$ cat config.mk
export PLATFORM = sky130hd
export DESIGN_NAME = p4c_top
export DESIGN_NICKNAME = d
export VERILOG_FILES = /design/src/p4c_pkg.sv /design/src/p4c_debounce.sv /design/src/p4c_top.sv
export SDC_FILE = /design/constraint.sdc
export NUM_CORES = 1
export LEC_CHECK = 0
export BUFFER_PORTS_ARGS = -buffer_cell sky130_fd_sc_hd__buf_4
export CAP_MARGIN = 20
export CORE_MARGIN = 5
export CORE_UTILIZATION = 50
export DETAILED_ROUTE_END_ITERATION = 10
export GPL_TIMING_DRIVEN = 0
export PLACE_DENSITY = 0.8
export SLEW_MARGIN = 5
export SYNTH_ARGS = -nofsm -noshare
export SYNTH_HDL_FRONTEND = slang
export SYNTH_SLANG_ARGS = --single-unit
$ cat constraint.sdc
create_clock -name SYS_CLK_I -period 2.48 [get_ports SYS_CLK_I]
set_input_delay 0.248 -clock SYS_CLK_I [delete_from_list [all_inputs] [get_ports SYS_CLK_I]]
set_output_delay 0.248 -clock SYS_CLK_I [all_outputs]
set_load 0.005 [all_outputs]
$ cat src/p4c_pkg.sv
`default_nettype none
package p4c_pkg;
  // ----------------------------------------
  // register map
  // ----------------------------------------
  localparam logic [7:0] PIN4_CONTROL_ADDR = 8'h44;
  localparam logic [7:0] PIN4_CONTROL_RESET = 8'h00;
  localparam logic [7:0] RDATA_IDLE = 8'h00;
  localparam int BIT_OUT_VALUE = 0;
  localparam int BIT_PAD_LEVEL = 1;
  localparam int BIT_DIRECTION_SEL = 2;
  localparam int BIT_PULLDOWN_EN = 3;
  localparam int BIT_DEBOUNCE_SEL = 4;
  localparam int BIT_OPEN_DRAIN_EN = 5;
  localparam int BIT_OUT_SOURCE_SEL = 6;
  localparam int BIT_SLEEP_FORCE_LOW = 7;
  localparam logic [7:0] WRITE_MASK = 8'hFD;

  // ----------------------------------------
  // timing
  // ----------------------------------------
  localparam int CLK_PERIOD_NS = 100;
  localparam int DEB_SHORT_NS = 94000;
  localparam int DEB_LONG_NS = 156000;
  localparam int DEB_SHORT_CYC = (DEB_SHORT_NS + CLK_PERIOD_NS - 1) / CLK_PERIOD_NS;
  localparam int DEB_LONG_CYC = (DEB_LONG_NS + CLK_PERIOD_NS - 1) / CLK_PERIOD_NS;
  localparam int DEB_CNT_W = 11;
  localparam int SYNC_W = 2;

  // ----------------------------------------
  // control sequence
  // ----------------------------------------
  typedef enum logic [1:0] {
    P4C_ST_LOAD = 2'b01,
    P4C_ST_RUN = 2'b10
  } p4c_state_t;
endpackage : p4c_pkg
`default_nettype wire

$ cat src/p4c_debounce.sv
`timescale 1ns/1ns
`default_nettype none
module p4c_debounce (
  input wire logic clk_i,
  input wire logic rst_n_i,
  input wire logic en_i,
  input wire logic long_sel_i,
  input wire logic level_i,
  output logic level_o
);
  logic [p4c_pkg::DEB_CNT_W-1:0] cnt_q;
  logic [p4c_pkg::DEB_CNT_W-1:0] limit_m1;
  logic level_q;

  assign limit_m1 = long_sel_i ? p4c_pkg::DEB_CNT_W'(p4c_pkg::DEB_LONG_CYC - 1)
                               : p4c_pkg::DEB_CNT_W'(p4c_pkg::DEB_SHORT_CYC - 1);
  assign level_o = level_q;

  // ----------------------------------------
  // filter: level must differ for the whole window
  // ----------------------------------------
  always_ff @(posedge clk_i or negedge rst_n_i) begin
    if (!rst_n_i) begin
      cnt_q <= '0;
      level_q <= 1'b0;
    end else if (en_i) begin
      if (level_i == level_q) begin
        cnt_q <= '0;
      end else if (cnt_q >= limit_m1) begin
        cnt_q <= '0;
        level_q <= level_i;
      end else begin
        cnt_q <= cnt_q + 1'b1;
      end
    end
  end
endmodule : p4c_debounce
`default_nettype wire

$ cat src/p4c_top.sv
// Implementation choice: the strobed register port.
`timescale 1ns/1ns
`default_nettype none
module p4c_top (
  input wire logic SYS_CLK_I,
  input wire logic RST_N_I,
  input wire logic CLK_EN_I,
  input wire logic [7:0] ADDR_I,
  input wire logic [7:0] WDATA_I,
  input wire logic WR_I,
  input wire logic RD_I,
  output logic [7:0] RDATA_O,
  input wire logic [7:0] OTP_DEFAULT_I,
  input wire logic SLEEP_I,
  input wire logic LED_B_DRIVER_I,
  input wire logic PAD_I,
  output logic PAD_O,
  output logic PAD_OE_O,
  output logic PULLDOWN_EN_O,
  output logic SEQ_ASSIGN_O,
  output logic DEBOUNCED_O
);

  function automatic logic reg_hit(input logic [7:0] addr);
    reg_hit = (addr == p4c_pkg::PIN4_CONTROL_ADDR);
  endfunction : reg_hit

  p4c_pkg::p4c_state_t state_q;
  logic [7:0] ctrl_q;
  logic [7:0] rdata_q;
  logic [p4c_pkg::SYNC_W-1:0] sync_in;
  logic [p4c_pkg::SYNC_W-1:0] sync1_q;
  logic [p4c_pkg::SYNC_W-1:0] sync2_q;
  logic pad_s;
  logic sleep_s;
  logic out_mode;
  logic od_mode;
  logic force_low;
  logic drive_level;
  logic pad_o_d;
  logic pad_oe_d;
  logic pad_o_q;
  logic pad_oe_q;
  logic wr_hit;
  logic rd_hit;

  // ----------------------------------------
  // input synchronisers
  // ----------------------------------------
  assign sync_in = {SLEEP_I, PAD_I};

  generate
    for (genvar i = 0; i < p4c_pkg::SYNC_W; i++) begin : g_sync
      always_ff @(posedge SYS_CLK_I or negedge RST_N_I) begin
        if (!RST_N_I) begin
          sync1_q[i] <= 1'b0;
          sync2_q[i] <= 1'b0;
        end else if (CLK_EN_I) begin
          sync1_q[i] <= sync_in[i];
          sync2_q[i] <= sync1_q[i];
        end
      end
    end
  endgenerate

  assign pad_s = sync2_q[0];
  assign sleep_s = sync2_q[1];

  // ----------------------------------------
  // default load, then run
  // ----------------------------------------
  always_ff @(posedge SYS_CLK_I or negedge RST_N_I) begin
    if (!RST_N_I) begin
      state_q <= p4c_pkg::P4C_ST_LOAD;
    end else if (CLK_EN_I) begin
      case (state_q)
        p4c_pkg::P4C_ST_LOAD: begin
          state_q <= p4c_pkg::P4C_ST_RUN;
        end
        p4c_pkg::P4C_ST_RUN: begin
          state_q <= p4c_pkg::P4C_ST_RUN;
        end
        default: begin
          state_q <= p4c_pkg::P4C_ST_LOAD;
        end
      endcase
    end
  end

  // ----------------------------------------
  // control register
  // ----------------------------------------
  assign wr_hit = WR_I && reg_hit(ADDR_I);
  assign rd_hit = RD_I && reg_hit(ADDR_I);

  always_ff @(posedge SYS_CLK_I or negedge RST_N_I) begin
    if (!RST_N_I) begin
      ctrl_q <= p4c_pkg::PIN4_CONTROL_RESET;
    end else if (CLK_EN_I) begin
      if (state_q == p4c_pkg::P4C_ST_LOAD) begin
        ctrl_q <= OTP_DEFAULT_I & p4c_pkg::WRITE_MASK;
      end else if (wr_hit) begin
        ctrl_q <= WDATA_I & p4c_pkg::WRITE_MASK;
      end
    end
  end

  // read data stand for one cycle only; other addresses read zero
  always_ff @(posedge SYS_CLK_I or negedge RST_N_I) begin
    if (!RST_N_I) begin
      rdata_q <= p4c_pkg::RDATA_IDLE;
    end else if (CLK_EN_I) begin
      if (rd_hit) begin
        rdata_q <= ctrl_q;
        rdata_q[p4c_pkg::BIT_PAD_LEVEL] <= pad_s;
      end else begin
        rdata_q <= p4c_pkg::RDATA_IDLE;
      end
    end
  end

  assign RDATA_O = rdata_q;

  // ----------------------------------------
  // pad drive
  // ----------------------------------------
  assign out_mode = ctrl_q[p4c_pkg::BIT_DIRECTION_SEL];
  assign od_mode = ctrl_q[p4c_pkg::BIT_OPEN_DRAIN_EN];
  assign force_low = sleep_s && ctrl_q[p4c_pkg::BIT_SLEEP_FORCE_LOW];

  always_comb begin
    if (force_low) begin
      drive_level = 1'b0;
    end else if (ctrl_q[p4c_pkg::BIT_OUT_SOURCE_SEL]) begin
      drive_level = LED_B_DRIVER_I;
    end else begin
      drive_level = ctrl_q[p4c_pkg::BIT_OUT_VALUE];
    end
    if (!out_mode) begin
      pad_o_d = 1'b0;
      pad_oe_d = 1'b0;
    end else if (od_mode) begin
      pad_o_d = 1'b0;
      pad_oe_d = !drive_level;
    end else begin
      pad_o_d = drive_level;
      pad_oe_d = 1'b1;
    end
  end

  always_ff @(posedge SYS_CLK_I or negedge RST_N_I) begin
    if (!RST_N_I) begin
      pad_o_q <= 1'b0;
      pad_oe_q <= 1'b0;
    end else if (CLK_EN_I) begin
      pad_o_q <= pad_o_d;
      pad_oe_q <= pad_oe_d;
    end
  end

  assign PAD_O = pad_o_q;
  assign PAD_OE_O = pad_oe_q;
  assign PULLDOWN_EN_O = ctrl_q[p4c_pkg::BIT_PULLDOWN_EN];
  assign SEQ_ASSIGN_O = ctrl_q[p4c_pkg::BIT_DIRECTION_SEL];

  // ----------------------------------------
  // input filter
  // ----------------------------------------
  p4c_debounce u_debounce (
    .clk_i(SYS_CLK_I),
    .rst_n_i(RST_N_I),
    .en_i(CLK_EN_I),
    .long_sel_i(ctrl_q[p4c_pkg::BIT_DEBOUNCE_SEL]),
    .level_i(pad_s),
    .level_o(DEBOUNCED_O)
  );
endmodule : p4c_top
`default_nettype wire
==> run summary, run 1 <==
Synth top area cells: dfrtp_1 47%, ha_1 6.2%, mux2i_1 5.5%
Setup violations, final: 0
Reg-to-Reg End: u_debounce.cnt_q[7]
Floorplan core area: 0.003416 sq mm
Drt first pass iters: 4
Commonest non-fill, non-tap cell in the layout: buf_4
Critical Path End: u_debounce.cnt_q[7]
Initial antenna violation count: 0
HPWL after DPL: 3334 microns
Chip Width: 70.11 microns
Vias in the first global route: 1623
Combinational share of power: 36.7%
Worst skew pair latency: 360 ps
Routability congestion estimate: 0.9221
Crit-path max FO: 6
FF+latch count, synth: 35
Worst-Margin Slew: 592.7 ps
Yosys warning count: 0
RSZ-0062 raised after global routing: false
Syn_area_per_cell: 10.69 sq um
Asr flop ratio synth: 100.0%
Antenna Nets Post-Route: 0
R2R Setup Slk: 200 ps
Worst hold path class: in2reg
Hold Path Cell Cnt: 2
WP data required: 2720 ps
Clock power share: 16.8%
Seq/Total Area, Yosys: 48.55%
Critical path class: reg2reg
Commonest non-fill, non-tap cells in the layout: 41 x buf_4, 33 x dfrtp_1, 12 x inv_1, 12 x nor2_1, 11 x o2bb2ai_1
Initial core utilization: 52.89%
Clock tree root driver cell: clkbuf_4
Area growth, synth to finish: 23.89%
Pwr dens: 823.3 mW/mm^2
Clock sink count: 35
# rows: 21
Critical path arrival: 2520 ps
P_int: 1.144 mW
Routed WL: 4347 microns
Setup ws final: 198.7 ps
Status: finished clean
Fin crit share: 91.99%
Switching share of power: 37.90%
# IOs: 45
Total negative setup slack: 0 ps
Critical Path End Type: register
Startpoint types: register
Hold Startpoint: SLEEP_I
Place WS: 198.0 ps
Mapped Cells: 169
Register share of total power: 46.5%
Fin crit period: 2281 ps
Maximum number of pins on one net before global-route repair: 36
EDFF count, synth: 0
Synthesized net count: 210
Post-DP Area: 0.002172 sq mm
# DRC: 0
Die Ht: 70.11 microns
Critical path origin: ctrl_q[4]
Port bufs: 41
First-pass GRT wire length: 7514 microns
Number of fillers in the final layout: 266
Full die area: 0.004915 sq mm
Clock-pin slew on the worst setup and hold paths: 110 ps
Max-slew violation count: 0
Clk buf depth: 2
Share of layout cells above drive strength 1: 28.77%
GRT Overall Usage: 19.52%
Max-cap check violation count: 0
Nets: 259
Top-area cell type share of the netlist area: 47.09%
Setup Buffers After CTS: 0
Initial DRC Count: 81
Most used DFF post-synth: dfrtp_1
Largest area contributor in the netlist: dfrtp_1
Max_slew headroom: 60.49%
TritonCTS Buffers: 5
Clock Skews: 24.91 ps
Worst R2R Start: ctrl_q[4]
H-tree depth: 2
Pleak: 1.098 nW
Vias per cell: 5.717
Fin. Hold Viols: 0
Final core occ: 65.53%
FMAX: 0.4384 GHz
N_diodes: 0
CTS tree: yes
Grt total ovfl: 0
Post-Synthesis Cell Area: 0.001807 sq mm
Maximum vdd ir drop: 0.5366 mV
DR WL/cell: 16.40 microns
Via count: 1515
Cell variety after synth: 39
Post-layout instance area: 0.002238 sq mm
P_sw: 698.4 uW
Worst r2r path cells: 7
==> flip-flops by register name, indices dropped and copies added (netlist names) <==
register and cells:
state_q 2, ctrl_q 7, u_debounce.cnt_q 11, sleep_s 1
PAD_O 1, u_debounce.level_o 1, pad_s 1, PAD_OE_O 1
sync1_q 2, RDATA_O 8
==> cell usage after synthesis (2+ instances only) <==
library cell  count
nand3_1           8
a22o_1            4
o21ai_0           4
and3_1            4
nand2_1           8
mux2i_1          10
a21o_1            2
o21ai_2           2
a21oi_1          10
clkbuf_1          4
mux2_2            5
nor4b_1           2
nor2b_1           4
inv_1            12
o311ai_1          2
o2bb2ai_1        11
dfrtp_1          34
nor2_1           12
ha_1              9
o21ai_1           2
a31oi_1           2
==> power by group through the flow <==
stage | combinational (mW) | sequential (mW) | clock, mW
6_report | 0.676 | 0.857 | 0.310
5_1_grt | 0.764 | 0.876 | 0.333
4_1_cts | 0.683 | 0.850 | 0.315
3_5_place_dp | 0.681 | 0.861 | 0
3_3_place_gp | 0.634 | 0.855 | 0
2_1_floorplan | 0.455 | 0.831 | 0
==> worst max-delay path, cell delays in order (launching register included) <==
cell,delay [ps]
dfrtp_2,460
inv_1,160
ha_1,270
a21o_1,170
a211oi_2,320
o2111a_1,310
nand2_1,180
o311ai_1,310
==> metrics by stage <==
step / cells / power (mW) / hold WS [ps]
3_5_place_dp: 256 / 1.542 / 222.1
3_3_place_gp: 256 / 1.488 / 215.0
6_report: 265 / 1.843 / 122.7
4_1_cts: 265 / 1.848 / 115.9
2_1_floorplan: 169 / 1.286 / -47.59
5_1_grt: 265 / 1.973 / 113.4
==> worst min path at each step <==
stage	to	slack (ps)
after floorplan	PAD_O	-50
after global placement	u_debounce.cnt_q[10]	210
after detailed placement	u_debounce.cnt_q[9]	220
after CTS	sync1_q[1]	120
after global routing	sync1_q[0]	110
final	sync1_q[1]	120
==> repair_timing <==
item | 4_1_cts | 5_1_grt
resized for setup | 0 | 1
hold buffers | 1 | 0
endpoints found under the hold margin | 34 | 0
endpoints found under the setup margin | 0 | 2
==> logic make-up after synthesis <==
kind of cell,share of synthesized area [%]
flip-flops,48.55
adder cells (fa/ha/maj),6.233
buffers and inverters,3.808
AND/OR/NAND/NOR,13.09
AO/OA/AOI/OAI,19.18
multiplexers,8.657
XOR/XNOR,0.4849
==> layer usage <==
metal | GRT usage [%] | vias to the layer above | part of all wire [%] | wire length (microns)
li1 | - | 720 | - | -
met1 | 23.23 | 741 | 41 | 1801
met2 | 33.26 | 46 | 51 | 2205
met3 | 5.308 | 8 | 6.2 | 270
met4 | 7.872 | 0 | 1.6 | 70
met5 | 0 | - | 0 | 0
==> area by class of cell <==
cell class | instances | area [sq um] | share of cell area [%]
flip-flops and latches | 35 | 878.3 | 39.24
multi-input cells | 116 | 860.8 | 38.46
repair buffers | 42 | 317.8 | 14.20
well taps | 46 | 57.56 | 2.571
inverters | 12 | 45.04 | 2.012
clock buffers | 6 | 41.29 | 1.845
plain buffers | 6 | 23.77 | 1.062
clock inverters | 2 | 13.76 | 0.6149
Power figures use the tool's default switching activity.
==> inputs of run 2 (changes only) <==
--- a/config.mk
+++ b/config.mk
@@ -7,6 +7,7 @@
 export LEC_CHECK = 0
 export BUFFER_PORTS_ARGS = -buffer_cell sky130_fd_sc_hd__buf_4
 export CAP_MARGIN = 20
+export CORE_ASPECT_RATIO = 1.5
 export CORE_MARGIN = 5
 export CORE_UTILIZATION = 50
 export DETAILED_ROUTE_END_ITERATION = 10
==> run 2 against run 1 <==
Clock-buffer cell count grew 1. First-iteration DRC count shrank 47%. Total power grew 6.4%. Clock power grew 37%. Final area grew 1.3%. Global-route usage shrank 0.76 points. Critical endpoint is now u_debounce.cnt_q[4].
==> run summary, run 2 (synthesized netlist as in run 1, its figures left out) <==
WP data required: 2710 ps
Most flops, register: u_debounce.cnt_q
CP max stage delay: 460 ps
Hold Path Cell Cnt: 2
Slowest-stage cell, CP: dfrtp_1
Worst R2R Start: ctrl_q[4]
Via count: 1552
Worst r2r path cells: 7
DR WL/cell: 16.58 microns
Port bufs: 41
Initial core utilization: 52.39%
Commonest non-fill, non-tap cells in the layout: 41 x buf_4, 34 x dfrtp_1, 12 x inv_1, 12 x nor2_1, 11 x o2bb2ai_1
Startpoint types: register
Nets: 259
Vias in the first global route: 1640
Setup violations, final: 0
Status: finished clean
N_diodes: 0
Share of layout cells above drive strength 1: 28.31%
Pleak: 1.115 nW
Routability congestion estimate: 0.8559
Commonest non-fill, non-tap cell in the layout: buf_4
GRT Overall Usage: 18.76%
H-tree depth: 2
Clock sink count: 35
Max-cap check violation count: 0
RSZ-0062 raised after global routing: false
Worst skew pair latency: 290 ps
Vias per cell: 5.946
FMAX: 0.4267 GHz
CTS tree: yes
Antenna Nets Post-Route: 0
Number of fillers in the final layout: 285
Chip Width: 59.08 microns
# DRC: 0
Floorplan core area: 0.003448 sq mm
Total negative setup slack: 0 ps
Maximum vdd ir drop: 0.6004 mV
HPWL after DPL: 3308 microns
Drt first pass iters: 4
Max-slew violation count: 0
Max_slew headroom: 61.92%
# rows: 26
Critical path arrival: 2570 ps
Fin crit share: 94.49%
Worst-path cell chain: inv_1, ha_1, a21o_1, a211oi_2, o2111ai_2, nor2_2, a22o_1
Clock Skews: 4.586 ps
Grt total ovfl: 0
Initial DRC Count: 43
WHS: 192.7 ps
Routed WL: 4328 microns
Resized Gates After CTS: 0
Worst hold path class: in2reg
Maximum number of pins on one net before global-route repair: 36
Hold Startpoint: SLEEP_I
Critical path class: reg2reg
Fin crit period: 2343 ps
Crit-path max FO: 8
Full die area: 0.004940 sq mm
Die Ht: 83.62 microns
# IOs: 45
Clock tree root driver cell: clkbuf_8
Initial antenna violation count: 0
Clock-pin slew on the worst setup and hold paths: 70 ps
Max FFs per register: 11
Critical Path End Type: register
Pwr dens: 864.2 mW/mm^2
TritonCTS Buffers: 5
Setup Buffers After CTS: 0
First-pass GRT wire length: 7148 microns
Final core occ: 65.78%
Fin. Hold Viols: 0
Critical path origin: ctrl_q[4]
Area growth, synth to finish: 25.55%
Worst-Margin Slew: 571.2 ps
Clk buf depth: 2
run 2: stage by stage:
stage	worst slack (ps)	std cells	power (mW)	area, sq um
after floorplan	520.0	169	1.286	1807
after global placement	266.4	252	1.490	2167
after detailed placement	158.5	252	1.538	2167
after CTS	144.3	261	1.971	2268
after global routing	9.438	261	2.080	2268
final	136.6	261	1.960	2268
run 2: area by class of cell:
class                   count  area, sq um  share of cell area [%]
flip-flops and latches     35        877.1                   38.67
multi-input cells         116        860.8                   37.95
repair buffers             42        317.8                   14.01
clock buffers               7        86.33                   3.806
well taps                  42        52.55                   2.317
inverters                  12        45.04                   1.986
plain buffers               6        23.77                   1.048
clock inverters             1        5.005                  0.2206
run 2: path summary, 6_finish.rpt:
| path | endpoint | slack [ps] |
|---|---|---|
| worst max-delay path | u_debounce.cnt_q[4] | 140 |
| worst min-delay path | sync1_q[1] | 190 |
| worst max register to register | u_debounce.cnt_q[4] | 140 |
| worst min register to register | pad_s | 490 |
| max in group asynchronous | state_q[0] | 1690 |
| min in group asynchronous | RDATA_O[4] | 450 |
run 2: where the power goes:
part	internal (mW)	switching (mW)
clock	0.224	0.201
combinational	0.318	0.354
sequential	0.716	0.146
total	1.26	0.702
run 2: what timing repair did:
action,CTS,global route
hold buffers,1,0
endpoints found under the setup margin,0,0
endpoints found under the hold margin,34,0
run 2: critical path: cells and delay by family (launching register included):
family,cells,cell delay (ps)
DFF,1,460
adders and majority gates,1,320
buffers and inverters,1,150
AOI/OAI and AO/OA,4,1010
and+or+nand+nor,1,340
run 2: per-layer routing:
layer  GRT usage (%)  vias up  part of all wire, %
met5               0        -                    0
met3           4.799       13                  5.5
met1           20.40      754                   39
met4           8.247        0                  3.2
met2           32.90       66                   53
li1                -      719                    -
==> inputs of run 3 (changes only) <==
--- a/config.mk
+++ b/config.mk
@@ -10,6 +10,7 @@
 export CORE_ASPECT_RATIO = 1.5
 export CORE_MARGIN = 5
 export CORE_UTILIZATION = 50
+export CTS_BUF_LIST = sky130_fd_sc_hd__clkbuf_8 sky130_fd_sc_hd__clkbuf_16
 export DETAILED_ROUTE_END_ITERATION = 10
 export GPL_TIMING_DRIVEN = 0
 export PLACE_DENSITY = 0.8
==> run 3 against run 2 <==
Combinational power about the same. Final area stayed put. Via count down 0.19%. Sequential cell count unchanged. Clock-buffer cell count shrank 1. Worst hold slack improved by 0.59 ps. Setup slack about the same. Critical path type unchanged. Critical endpoint unchanged. Largest cell class unchanged. Largest power group unchanged.
==> run summary, run 3 (synthesized netlist as in run 1, its figures left out) <==
Nets: 259
Vias per cell: 5.935
Antenna Nets Post-Route: 0
Pwr dens: 862.0 mW/mm^2
# DRC: 0
Initial antenna violation count: 0
Critical Path End Type: register
Port bufs: 41
WHS: 193.3 ps
Via count: 1549
Max FFs per register: 11
Area growth, synth to finish: 25.55%
Share of layout cells above drive strength 1: 28.31%
Fin crit share: 94.48%
N_diodes: 0
GRT Overall Usage: 18.76%
Setup violations, final: 0
Max Used Layer: met4
Worst skew pair latency: 290 ps
Commonest non-fill, non-tap cells in the layout: 41 x buf_4, 34 x dfrtp_1, 13 x inv_1
Initial core utilization: 52.39%
H-tree depth: 2
FMAX: 0.4268 GHz
CTS tree: yes
Clk buf depth: 2
Clock-pin slew on the worst setup and hold paths: 70 ps
Crit-path max FO: 8
# rows: 26
Startpoint types: register
Clock tree root driver cell: clkbuf_8
WL met3: 229 microns
Critical path class: reg2reg
Fin crit period: 2343 ps
Max_slew headroom: 61.91%
DR WL/cell: 16.59 microns
Critical path arrival: 2570 ps
Floorplan core area: 0.003448 sq mm
Worst-Margin Slew: 571.4 ps
# IOs: 45
M1 wire length: 1688 microns
Drt first pass iters: 4
Grt total ovfl: 0
Pleak: 1.119 nW
Clock sink count: 35
Worst hold path class: in2reg
First-pass GRT wire length: 7148 microns
Die Ht: 83.62 microns
Initial DRC Count: 43
Total negative setup slack: 0 ps
Max-cap check violation count: 0
Full die area: 0.004940 sq mm
RSZ-0062 raised after global routing: false
Vias in the first global route: 1640
Clock Skews: 4.636 ps
Met2 WL: 2273 microns
Most flops, register: u_debounce.cnt_q
HPWL after DPL: 3308 microns
TritonCTS Buffers: 5
Maximum vdd ir drop: 0.5998 mV
Fin. Hold Viols: 0
Chip Width: 59.08 microns
Routability congestion estimate: 0.8559
Routed WL: 4329 microns
Status: finished clean
Maximum number of pins on one net before global-route repair: 36
Commonest non-fill, non-tap cell in the layout: buf_4
WP data required: 2710 ps
Max-slew violation count: 0
run 3: changes by cell type in the layout (fill, tap and decap cells not counted), sizes merged:
| cell | previous run | this run |
|---|---|---|
| clkbuf | 11 | 10 |
| inv | 12 | 13 |
run 3: stage by stage:
| stage | area (sq um) | cells | worst slack [ps] | power, mW | utilization, % |
|---|---|---|---|---|---|
| 2_1_floorplan | 1807 | 169 | 520.0 | 1.286 | - |
| 3_3_place_gp | 2167 | 252 | 266.4 | 1.490 | 62.84 |
| 3_5_place_dp | 2167 | 252 | 158.5 | 1.538 | 62.84 |
| 4_1_cts | 2268 | 261 | 143.7 | 1.967 | 65.78 |
| 5_1_grt | 2268 | 261 | 8.859 | 2.076 | 65.78 |
| 6_report | 2268 | 261 | 136.9 | 1.955 | 65.78 |
run 3: final timing paths:
path,from,to,slack [ps],cells after the start
worst max-delay path,ctrl_q[4],u_debounce.cnt_q[4],140,7
worst min-delay path,SLEEP_I,sync1_q[1],190,2
worst max register to register,ctrl_q[4],u_debounce.cnt_q[4],140,7
worst min register to register,sync1_q[0],pad_s,490,2
max in group asynchronous,RST_N_I,state_q[0],1690,2
min in group asynchronous,RST_N_I,RDATA_O[4],450,2
run 3: where the power goes:
part	leakage [nW]	switching, mW	internal, mW	total, mW
Sequential	0.448	0.146	0.716	0.863
Combinational	0.619	0.354	0.318	0.672
Clock	0.0524	0.201	0.220	0.421
Total	1.12	0.701	1.25	1.96
run 3: timing repair:
item,CTS,global route
hold endpoints to repair,34,0
hold buffers,1,0
resized for setup,0,0
buffers inserted,0,0
run 3: area by class of cell:
type	count	area, sq um
flip-flops and latches	35	877.1
plain buffers	6	23.77
fillers	285	1180
multi-input cells	116	860.8
well taps	42	52.55
clock inverters	2	8.758
repair buffers	42	317.8
clock buffers	6	82.58
inverters	12	45.04
run 3: metal layers:
| metal | vias up | GRT usage (%) |
|---|---|---|
| li1 | 719 | - |
| met5 | - | 0 |
| met4 | 0 | 8.247 |
| met1 | 756 | 20.40 |
| met2 | 62 | 32.90 |
| met3 | 12 | 4.799 |
run 3: worst max-delay path, stage by stage (launching register included):
cell and delay, ps:
dfrtp_1 460, inv_1 150, ha_1 320, a21o_1 170, a211oi_2 320, o2111ai_2 320, nor2_2 340, a22o_1 200
